<file path="src/shared/ufp_map.vh">
// Notes on behaviour
// - FIFO enable set with interrupt enables clear: status only through line status register; the event status register and irq still report events.
// - Receive and transmit sides enter polled operation independently.
// - Data-ready stays one while any byte remains in the receive FIFO.
// - Bits one to four report head character errors; INTERRUPT_ID_REGISTER untouched while line status enable zero.
// - Bit five is set when the transmit FIFO holds no characters.
// - Bit six is set only when transmit FIFO and shift register are empty.
// - Bit seven is set in FIFO mode while any stored receive character carries an error; it stays zero with FIFO enable clear.
// - Polled mode never indicates trigger level reached or character timeout.
// - Both FIFOs keep full buffering capacity in polled mode.
// - Data-ready sets when a character enters the FIFO, clears when FIFO empties.
// - Enable bit two enables line status identification; zero produces none.
// - Enable bit one enables transmit empty identification; zero leaves transmit polled.
`ifndef UFP_MAP_VH
`define UFP_MAP_VH
`define UFP_ADR_DATA    3'h0
`define UFP_ADR_IER     3'h1
`define UFP_ADR_IIR_FCR 3'h2
`define UFP_ADR_EVT_STS 3'h3
`define UFP_ADR_EVT_CLR 3'h4
`define UFP_ADR_LSR     3'h5
`define UFP_ADR_EVT_EN  3'h6
`define UFP_IER_RX      0
`define UFP_IER_TX      1
`define UFP_IER_LS      2
`define UFP_IER_MS      3
`define UFP_FCR_EN      0
`define UFP_FCR_RXCLR   1
`define UFP_FCR_TXCLR   2
`define UFP_IID_NONE    4'h1
`define UFP_IID_TX      4'h2
`define UFP_IID_RX      4'h4
`define UFP_IID_LS      4'h6
`define UFP_FIFO_MARK   2'h3
`define UFP_EV_RXCHAR   0
`define UFP_EV_RXERR    1
`define UFP_EV_TXEMPTY  2
`define UFP_EV_TXIDLE   3
`define UFP_ERR_W       4
`endif

</file>
<file path="src/logic/ufp_top.v">
`timescale 1ns/1ps
`include "ufp_map.vh"
module ufp_top #(
  parameter DEPTH = 16,
  parameter AW    = 4
) (
  input  wire             clk_sys,
  input  wire             nrst,
  input  wire [2:0]       reg_addr,
  input  wire [7:0]       reg_wdata,
  input  wire             reg_wr,
  input  wire             reg_rd,
  output reg  [7:0]       reg_rdata,
  input  wire             rx_push,
  input  wire [7:0]       rx_char,
  input  wire [3:0]       rx_err,
  output reg  [7:0]       tx_data,
  output reg              tx_valid,
  input  wire             tx_take,
  input  wire             tx_shift_busy,
  output reg              irq
);

  function hit;
    input [2:0] a;
    input [2:0] off;
    begin
      hit = (a == off);
    end
  endfunction

  localparam CW = AW + 1;
  localparam [CW-1:0] FULL_CNT = DEPTH;
  localparam [CW-1:0] ONE_CNT  = 1;

  reg  [11:0]   rx_mem [0:DEPTH-1];
  reg  [7:0]    tx_mem [0:DEPTH-1];
  reg  [AW-1:0] rx_wp_reg;
  reg  [AW-1:0] rx_rp_reg;
  reg  [CW-1:0] rx_cnt_reg;
  reg  [CW-1:0] err_cnt_reg;
  reg  [AW-1:0] tx_wp_reg;
  reg  [AW-1:0] tx_rp_reg;
  reg  [CW-1:0] tx_cnt_reg;
  reg  [3:0]    ier_reg;
  reg           fen_reg;
  reg           ovr_reg;
  reg  [3:0]    evt_sts_reg;
  reg  [3:0]    evt_en_reg;
  reg           idle_d_reg;

  wire wr_data = reg_wr & hit(reg_addr, `UFP_ADR_DATA);
  wire rd_data = reg_rd & hit(reg_addr, `UFP_ADR_DATA);
  wire wr_fcr  = reg_wr & hit(reg_addr, `UFP_ADR_IIR_FCR);
  wire rd_lsr  = reg_rd & hit(reg_addr, `UFP_ADR_LSR);

  // Leaving or entering FIFO mode flushes both sides so stale bytes never leak
  wire fen_chg = wr_fcr & (reg_wdata[`UFP_FCR_EN] != fen_reg);
  wire rx_clr  = wr_fcr & (reg_wdata[`UFP_FCR_RXCLR] | fen_chg);
  wire tx_clr  = wr_fcr & (reg_wdata[`UFP_FCR_TXCLR] | fen_chg);

  // Without FIFO mode each side holds a single character
  wire [CW-1:0] cap = fen_reg ? FULL_CNT : ONE_CNT;

  wire [11:0] rx_head = rx_mem[rx_rp_reg];
  wire        rx_any  = (rx_cnt_reg != {CW{1'b0}});
  wire        rx_full = (rx_cnt_reg >= cap);
  wire        rx_do_push = rx_push & ~rx_full & ~rx_clr;
  wire        rx_do_pop  = rd_data & rx_any & ~rx_clr;
  wire        push_bad   = rx_do_push & (|rx_err);
  wire        pop_bad    = rx_do_pop & (|rx_head[11:8]);

  wire        tx_any  = (tx_cnt_reg != {CW{1'b0}});
  wire        tx_full = (tx_cnt_reg >= cap);
  wire        tx_do_push = wr_data & ~tx_full & ~tx_clr;
  wire        tx_do_pop  = tx_take & tx_valid & ~tx_clr;

  // Line status assembled from live occupancy; no trigger or timeout bit exists
  wire        dr_bit   = rx_any;
  wire [3:0]  head_err = rx_any ? rx_head[11:8] : 4'h0;
  wire [3:0]  err_bits = head_err | {3'h0, ovr_reg};
  wire        thre_bit = ~tx_any;
  wire        temt_bit = ~tx_any & ~tx_shift_busy;
  wire        rfe_bit  = fen_reg & (err_cnt_reg != {CW{1'b0}});
  wire [7:0]  line_status_register = {rfe_bit, temt_bit, thre_bit, err_bits, dr_bit};

  // Each side reports through the identification only when its own enable is set
  reg  [3:0]  iid;
  always @*
  begin
    if (ier_reg[`UFP_IER_LS] & (|err_bits))
      iid = `UFP_IID_LS;
    else if (ier_reg[`UFP_IER_RX] & dr_bit)
      iid = `UFP_IID_RX;
    else if (ier_reg[`UFP_IER_TX] & thre_bit)
      iid = `UFP_IID_TX;
    else
      iid = `UFP_IID_NONE;
  end
  wire [7:0] interrupt_id_register = {(fen_reg ? `UFP_FIFO_MARK : 2'h0), 2'h0, iid};

  reg  [7:0] rdata_next;
  always @*
  begin
    case (reg_addr)
      `UFP_ADR_DATA:    rdata_next = rx_any ? rx_head[7:0] : 8'h00;
      `UFP_ADR_IER:     rdata_next = {4'h0, ier_reg};
      `UFP_ADR_IIR_FCR: rdata_next = interrupt_id_register;
      `UFP_ADR_EVT_STS: rdata_next = {4'h0, evt_sts_reg};
      `UFP_ADR_LSR:     rdata_next = line_status_register;
      `UFP_ADR_EVT_EN:  rdata_next = {4'h0, evt_en_reg};
      default:          rdata_next = 8'h00;
    endcase
  end

  wire [CW-1:0] tx_cnt_next = tx_clr ? {CW{1'b0}} :
                              tx_cnt_reg + {{AW{1'b0}}, tx_do_push} - {{AW{1'b0}}, tx_do_pop};
  wire          idle_now = temt_bit;
  wire [3:0]    ev;
  assign ev[`UFP_EV_RXCHAR]  = rx_do_push;
  assign ev[`UFP_EV_RXERR]   = push_bad;
  assign ev[`UFP_EV_TXEMPTY] = tx_any & (tx_cnt_next == {CW{1'b0}});
  assign ev[`UFP_EV_TXIDLE]  = idle_now & ~idle_d_reg;

  // Set wins over a same-cycle clear so no event is lost
  wire [3:0] clr_mask = (reg_wr & hit(reg_addr, `UFP_ADR_EVT_CLR)) ? reg_wdata[3:0] : 4'h0;
  wire [3:0] evt_sts_next = (evt_sts_reg & ~clr_mask) | ev;

  always @(posedge clk_sys)
  begin
    if (rx_do_push)
      rx_mem[rx_wp_reg] <= {rx_err, rx_char};
    if (tx_do_push)
      tx_mem[tx_wp_reg] <= reg_wdata;
  end

  always @(posedge clk_sys or negedge nrst)
  begin
    if (!nrst)
    begin
      rx_wp_reg   <= {AW{1'b0}};
      rx_rp_reg   <= {AW{1'b0}};
      rx_cnt_reg  <= {CW{1'b0}};
      err_cnt_reg <= {CW{1'b0}};
      ovr_reg     <= 1'b0;
    end
    else if (rx_clr)
    begin
      rx_wp_reg   <= {AW{1'b0}};
      rx_rp_reg   <= {AW{1'b0}};
      rx_cnt_reg  <= {CW{1'b0}};
      err_cnt_reg <= {CW{1'b0}};
      ovr_reg     <= 1'b0;
    end
    else
    begin
      if (rx_do_push)
        rx_wp_reg <= (fen_reg ? rx_wp_reg + 1'b1 : {AW{1'b0}});
      if (rx_do_pop)
        rx_rp_reg <= (fen_reg ? rx_rp_reg + 1'b1 : {AW{1'b0}});
      rx_cnt_reg  <= rx_cnt_reg + {{AW{1'b0}}, rx_do_push} - {{AW{1'b0}}, rx_do_pop};
      err_cnt_reg <= err_cnt_reg + {{AW{1'b0}}, push_bad} - {{AW{1'b0}}, pop_bad};
      // Overrun keeps the stored bytes and flags the loss until status is read
      if (rx_push & rx_full)
        ovr_reg <= 1'b1;
      else if (rd_lsr)
        ovr_reg <= 1'b0;
    end
  end

  always @(posedge clk_sys or negedge nrst)
  begin
    if (!nrst)
    begin
      tx_wp_reg  <= {AW{1'b0}};
      tx_rp_reg  <= {AW{1'b0}};
      tx_cnt_reg <= {CW{1'b0}};
      tx_data    <= 8'h00;
      tx_valid   <= 1'b0;
    end
    else
    begin
      if (tx_clr)
      begin
        tx_wp_reg <= {AW{1'b0}};
        tx_rp_reg <= {AW{1'b0}};
      end
      else
      begin
        if (tx_do_push)
          tx_wp_reg <= (fen_reg ? tx_wp_reg + 1'b1 : {AW{1'b0}});
        if (tx_do_pop)
          tx_rp_reg <= (fen_reg ? tx_rp_reg + 1'b1 : {AW{1'b0}});
      end
      tx_cnt_reg <= tx_cnt_next;
      // Valid drops for a cycle after each take so the head pointer settles first
      tx_valid   <= tx_any & ~tx_do_pop & ~tx_clr;
      tx_data    <= tx_mem[tx_rp_reg];
    end
  end

  always @(posedge clk_sys or negedge nrst)
  begin
    if (!nrst)
    begin
      ier_reg     <= 4'h0;
      fen_reg     <= 1'b0;
      evt_sts_reg <= 4'h0;
      evt_en_reg  <= 4'h0;
      idle_d_reg  <= 1'b1;
      irq         <= 1'b0;
      reg_rdata   <= 8'h00;
    end
    else
    begin
      if (reg_wr & hit(reg_addr, `UFP_ADR_IER))
        ier_reg <= reg_wdata[3:0];
      if (wr_fcr)
        fen_reg <= reg_wdata[`UFP_FCR_EN];
      if (reg_wr & hit(reg_addr, `UFP_ADR_EVT_EN))
        evt_en_reg <= reg_wdata[3:0];
      evt_sts_reg <= evt_sts_next;
      idle_d_reg  <= idle_now;
      irq         <= |(evt_sts_next & evt_en_reg);
      reg_rdata   <= reg_rd ? rdata_next : 8'h00;
    end
  end

endmodule // ufp_top

</file>
<file path="config.mk">
export PLATFORM = sky130hd
export DESIGN_NAME = ufp_top
export DESIGN_NICKNAME = d
export VERILOG_FILES = /design/src/logic/ufp_top.v
export VERILOG_INCLUDE_DIRS = /design/src /design/src/shared
export SDC_FILE = /design/constraint.sdc
export NUM_CORES = 1
export LEC_CHECK = 0
export ABC_CLOCK_PERIOD_IN_PS = 9600
export BUFFER_PORTS_ARGS = -buffer_cell sky130_fd_sc_hd__buf_2
export CAP_MARGIN = 20
export CORE_MARGIN = 4
export CORE_UTILIZATION = 35
export CTS_CLUSTER_DIAMETER = 60
export DETAILED_ROUTE_END_ITERATION = 8
export PLACE_DENSITY_LB_ADDON = 0.08
export SETUP_SLACK_MARGIN = 0.1
export SKIP_LAST_GASP = 1
export SLEW_MARGIN = 15
export SYNTH_ARGS = -nofsm -noshare
export SYNTH_HDL_FRONTEND = slang
export SYNTH_SLANG_ARGS = --single-unit
</file>
<file path="constraint.sdc">
create_clock -name clk_sys -period 9.6 [get_ports clk_sys]
set_clock_uncertainty 0.2 [all_clocks]
set_input_delay 1.92 -clock clk_sys [delete_from_list [all_inputs] [get_ports clk_sys]]
set_output_delay 1.92 -clock clk_sys [all_outputs]
set_load 0.005 [all_outputs]
</file>
### Word-level counts from Yosys, hierarchy flattened

Memory sizes are Yosys's and may differ from the RTL's. A register that Yosys moved wholly into a read port is not among the register bits.
Cells that the tools add are included.
Widths: inputs -> output; s select.

* memories kept: 2
* input bits: 30
* bits in writable memories: 320
* flip-flop bits (word level): 56

Memory list
* rx_mem: words 16, bits a word 12, read ports 1, clocked after memory_dff 0, wr ports 1, line ufp_top.v:36 `reg [11:0] rx_mem [0:DEPTH-1];`
* tx_mem: words 16, bits a word 8, read ports 1, clocked after memory_dff 1, wr ports 1, line ufp_top.v:37 `reg [7:0] tx_mem [0:DEPTH-1];`

* add/sub/neg operators: 10
* bitwise logic cells: 45
* order comparisons: 2
* muxes and demuxes: 32
* reductions and logical operators: 15
* eq/ne operators: 7

Operators by type and width (number)
* $mux 4: 14
* $pmux 8 s6: 1
* $and 1x1->1: 30
* $mux 5: 4
* $add 4x1->4 const B: 4
* $mux 8: 2
* $reduce_or 4->1: 4
* $add 5x1->5: 3
* $reduce_bool 5->1: 3
* $sub 5x1->5: 3
* $ge 5x5->1: 2
* $eq 3x3->1 const B: 3
* $and 4x4->4: 2
* $not 1->1: 8
* $reduce_bool 2->1: 4
* $mux 1: 7
* $eq 3x2->1 const B: 2
* $mux 3: 2
* $logic_not 5->1: 1
* $mux 2: 2
* $not 4->4: 1
* $or 4x1->4: 1
* $or 4x4->4: 1
* $eq 3x1->1 const B: 1
* other kinds (5): 6

### Longest topological paths before layout

* word-level depth: 15
* gate-level depth with buffers: 18
* mapped depth without buffers: 18

### Least setup slack after synthesis

No wires, ideal clock.

* path type: input to register
* start point: input port reg_addr[0]
* end point: register irq
* setup time: 0.065 ns
* slack: 4.593 ns
* stages: 15
* data arrival time: 4.742 ns
* required time: 9.335 ns
* cell sequence: buf_2 -> or4_1 -> a21oi_2 -> inv_1 -> ha_1 -> inv_1 -> ha_1 -> inv_1 -> fa_1 -> xnor2_1 -> nor2_1 -> or4_1 -> o31ai_2 -> nand2_1 -> nand2_1

* cells in the longest elaborated chain, start to end: 15

RTL lines
* start: declaration: line ufp_top.v:9 `input wire [2:0] reg_addr,`
* $eq 3x2->1: line ufp_top.v:28 `hit = (a == off);`
* $and 1x1->1: line ufp_top.v:54 `` wire wr_fcr = reg_wr & hit(reg_addr, `UFP_ADR_IIR_FCR); ``
* $and 1x1->1: line ufp_top.v:58 `` wire fen_chg = wr_fcr & (reg_wdata[`UFP_FCR_EN] != fen_reg); ``
* $or 1x1->1: line ufp_top.v:60 `` wire tx_clr = wr_fcr & (reg_wdata[`UFP_FCR_TXCLR] | fen_chg); ``
* $and 1x1->1: line ufp_top.v:60
* $not 1->1: line ufp_top.v:75, ufp_top.v:76
* $and 1x1->1: line ufp_top.v:75 `wire tx_do_push = wr_data & ~tx_full & ~tx_clr;`
* $add 5x1->5: line ufp_top.v:117 `tx_cnt_reg + {{AW{1'b0}}, tx_do_push} - {{AW{1'b0}}, tx_do_pop};`
* $sub 5x1->5: line ufp_top.v:117
* $mux 5 *: line ufp_top.v:116 `wire [CW-1:0] tx_cnt_next = tx_clr ? {CW{1'b0}} :`
* net tx_cnt_next[2]: line ufp_top.v:116
* $logic_not 5->1 *: line ufp_top.v:122 `` assign ev[`UFP_EV_TXEMPTY] = tx_any & (tx_cnt_next == {CW{1'b0}}); ``
* $and 1x1->1 *: line ufp_top.v:122
* $or 4x4->4 *: line ufp_top.v:127 `wire [3:0] evt_sts_next = (evt_sts_reg & ~clr_mask) | ev;`
* net evt_sts_next[2]: line ufp_top.v:127
* $and 4x4->4 *: line ufp_top.v:224 `irq <= |(evt_sts_next & evt_en_reg);`
* $reduce_or 4->1 *: line ufp_top.v:224
* end signal: assignment: line ufp_top.v:224
* end: declaration: line ufp_top.v:21 `output reg irq`

Mark *: on every way through the listed nets, which the timed path passes. The rest lies on a longest branch.
A chain may end at the register's enable or synchronous reset.

### Final worst setup path

* start point: input port reg_wdata[0]
* end point: register rx_cnt_reg[4]

* cells in the longest elaborated chain, start to end: 9

RTL lines
* start: declaration: line ufp_top.v:10 `input wire [7:0] reg_wdata,`
* $ne 1x1->1 *: line ufp_top.v:58
* $and 1x1->1 *: line ufp_top.v:58
* $or 1x1->1 *: line ufp_top.v:59 `` wire rx_clr = wr_fcr & (reg_wdata[`UFP_FCR_RXCLR] | fen_chg); ``
* $and 1x1->1 *: line ufp_top.v:59
* $not 1->1: line ufp_top.v:68, ufp_top.v:69
* $and 1x1->1: line ufp_top.v:68 `wire rx_do_push = rx_push & ~rx_full & ~rx_clr;`
* $add 5x1->5: line ufp_top.v:161 `rx_cnt_reg <= rx_cnt_reg + {{AW{1'b0}}, rx_do_push} - {{AW{1'b0}}, rx_do_pop};`
* $sub 5x1->5: line ufp_top.v:161
* $mux 5 *: line ufp_top.v:147 `else if (rx_clr)`
* end signal: assignment: line ufp_top.v:143 `rx_cnt_reg <= {CW{1'b0}};`
* end signal: assignment: line ufp_top.v:151 `rx_cnt_reg <= {CW{1'b0}};`
* end signal: assignment: line ufp_top.v:161
* end: declaration: line ufp_top.v:40 `reg [CW-1:0] rx_cnt_reg;`

Mark *: on every way between the ends. The rest lies on a longest branch, timed or not.

==> flow_summary.yaml <==
power_and_ir_drop:
  p_per_area_nw_per_um2: 255.5
  peak_vdd_ir_uv: 260.4
  p_leak_nw: 6.352
  post-layout-total-power_w: 0.004714
min_path:
  hold_end: "ier_reg[3]"
  min_path_type: "reg2reg"
  hp-start: "ier_reg[3]"
  min_path_cells: 1
timing:
  worst-slew-pin-transition_ns: 0.9496
  fin_worst_hold_slack_ns: 0.3233
  grt_setup_unrepaired: "no"
  period_needed_ns: 5.111
  fin_ws_ns: 4.489
  timing_hold_violations_final: 0
  timing.slew.headroom_pct: 36.11
  post-route-period-util_pct: 53.24
  achievable-frequency_mhz: 195.7
  timing.final.setup_violations: 0
  slew_viol_final: 0
  setup_tns_ns: 0
die:
  floorplan.die.width_um: 222.1
  die_height_um: 222.1
  num_rows: 78
  ios: 48
  die-area_um2: 49320
  coreArea_um2: 45380
  initial_core_util_pct: 35.35
global_routing:
  antenna_found_initial: 1
  grt-ovfl-total: 0
  grt_pass1_wl_um: 58470
  first_global_vias: 8795
  grt_start_max_net_pins: 53
  grtUsageTotal_pct: 15.65
cts:
  clock_sinks: 384
  number_of_gates_resized_after_cts: 0
  cts_buffers: 45
  postCtsHoldBufs: 0
  clk_path_buf_depth: 3
  tritoncts: "yes"
  htree_levels: 2
  clk_transition_reported_paths_ns: 0.06
  post_cts_buffers: 0
  clock-root-buffer: "clkbuf_16"
  clkLatencyLatePin_ns: 0.56
cells_and_area:
  nets: 1108
  registers.top_by_ff_count: "rx_mem"
  fin_area_um2: 18450
  commonest_cells_after_routing_fill_and_taps_aside: "320 x edfxtp_1, 62 x mux2i_1, 61 x dfrtp_1"
  final.fill_count: 4196
  largestRegisters: "rx_mem: 192 flops, tx_mem: 128 flops"
  most_frequent_standard_cell_in_the_layout_excluding_fill_and_tap_cells: "edfxtp_1"
  drive_above_1_share_pct: 20.80
  insertedDiodeCount: 0
  max_ffs_per_register: 192
  area.growth.synth_to_final_pct: 15.03
worst_setup_path:
  worst-endpoint-required_ns: 9.88
  ff2ff_path_depth: 15
  timing.reg2reg.setup_slack_ns: 4.58
  crit_arrival_ns: 5.39
  start_kind: "input pin"
  rr_startpoint: "fen_reg"
  critical_path_peak_fanout: 21
  worstReg2RegEnd: "rx_cnt_reg[4]"
  worst_setup_path_end_kind: "flop"
  critical_path_class: "in2reg"
synthesis:
  synth_seq_cells: 384
  syn_nets: 1029
  synth_cells: 960
  yosysWarningCount: 0
  most_common_flop_cell_mapped_by_yosys: "edfxtp_1"
  syn_avg_cell_area_um2: 16.71
  edff_count_synth: 320
  synth_cell_type_count: 68
  post_synth_instance_area_um2: 16040
  postSynth.asyncResetShare_pct: 16.67
  synth.yosys.seq_area_share_pct: 69.89
placed_design:
  dp_worst_setup_slack_ns: 3.884
  io_buffer_count: 47
  hpwl_detailed_um: 24390
  routabilityCongestion: 0.7803
  place_area_um2: 17030
drt:
  drt.antenna.violating_nets: 0
  avgRoutedWirePerCell_um: 22.89
  detail_route.iter0.violations: 528
  remaining_drc_errors: 0
  postRouteWirelength_um: 38280
  firstDrtPassIters: 5
  via_per_inst: 5.080
  dr_total_vias: 8493
outcome:
  status: "finished clean"
job:
  maxCapViolations: 0
## where the power goes
| part | leakage [nW] | internal (W) | switching [W] | total, W |
|---|---|---|---|---|
| clock | 0.698 | 0.000979 | 0.000672 | 0.00165 |
| combinational | 1.99 | 0.000453 | 0.000559 | 0.00101 |
| sequential | 3.67 | 0.00195 | 0.000104 | 0.00205 |
| total | 6.35 | 0.00338 | 0.00133 | 0.00471 |
## final cells by class
cell class | count | area [µm²] | share of cell area (%)
Clock buffer | 58 | 1217 | 6.598
Clock inverter | 22 | 205.2 | 1.112
Inverter | 37 | 138.9 | 0.7526
Multi-Input combinational cell | 499 | 4498 | 24.38
Sequential cell | 384 | 11220 | 60.79
Tap cell | 600 | 750.7 | 4.068
Timing Repair Buffer | 72 | 425.4 | 2.305
## critical path, cell delays in order
cell	delay (ns)
buf_2	0.32
xor2_1	0.15
o21a_1	0.43
nor2_1	0.55
inv_1	0.29
ha_1	0.36
inv_1	0.04
ha_1	0.20
fa_1	0.44
a21oi_1	0.14
nor2_1	0.06
or3_1	0.34
a21oi_1	0.14
## layer usage
layer	global-route usage [%]	part of all wire [%]	vias to the layer above
met3	2.754	4.1	58
li1	-	-	3909
met1	22.03	46	4363
met4	4.362	2.0	2
met2	25.22	48	161
met5	0	0.026	-
## worst max path at each step
stage / start / end / slack (ns) / cells after the start
floorplan: reg_addr[0] / irq / 4.59 / 15
global placement: reg_wdata[0] / rx_cnt_reg[4] / 3.97 / 13
detailed placement: reg_wdata[0] / rx_cnt_reg[4] / 3.88 / 13
CTS: reg_wdata[0] / rx_cnt_reg[4] / 4.47 / 13
global route: reg_wdata[0] / rx_cnt_reg[4] / 4.16 / 13
finish: reg_wdata[0] / rx_cnt_reg[4] / 4.49 / 13
## synthesized netlist by cell type, types with 6 or more instances
library cell  number  area share, %
and2_1            23           0.90
nand3_1            9           0.28
nor2b_1            9           0.35
a221oi_1          18           0.98
nor3_1             9           0.28
a21oi_1           27           0.84
nor2_1            38           0.89
mux4_2            52            7.3
mux2_2            15            1.1
mux2i_1           62            3.9
dfrtp_1           63            9.8
inv_1             36           0.84
xnor2_1            9           0.49
nand2b_1           6           0.23
a22oi_1           13           0.61
ha_1              36            2.8
buf_6              6           0.42
nand2_1           58            1.4
xor2_1             6           0.33
o221ai_1           8           0.44
clkbuf_1          20           0.47
o21ai_0           32            1.0
buf_2              6           0.19
edfxtp_1         320             60
## stage by stage
stage | util (%) | std cells
floorplan | - | 960
global placement | 37.53 | 1592
detailed placement | 37.53 | 1592
CTS | 40.66 | 1672
global route | 40.66 | 1672
finish | 40.66 | 1672
## cells by family after synthesis
kind of cell / synth area share [%]
compound gates: 6.060
xor+xnor: 0.8190
fa+ha+maj: 3.182
buf+inv: 2.348
flops: 69.89
mux: 12.22
simple gates: 5.475
(Power assumes the default switching activity.)
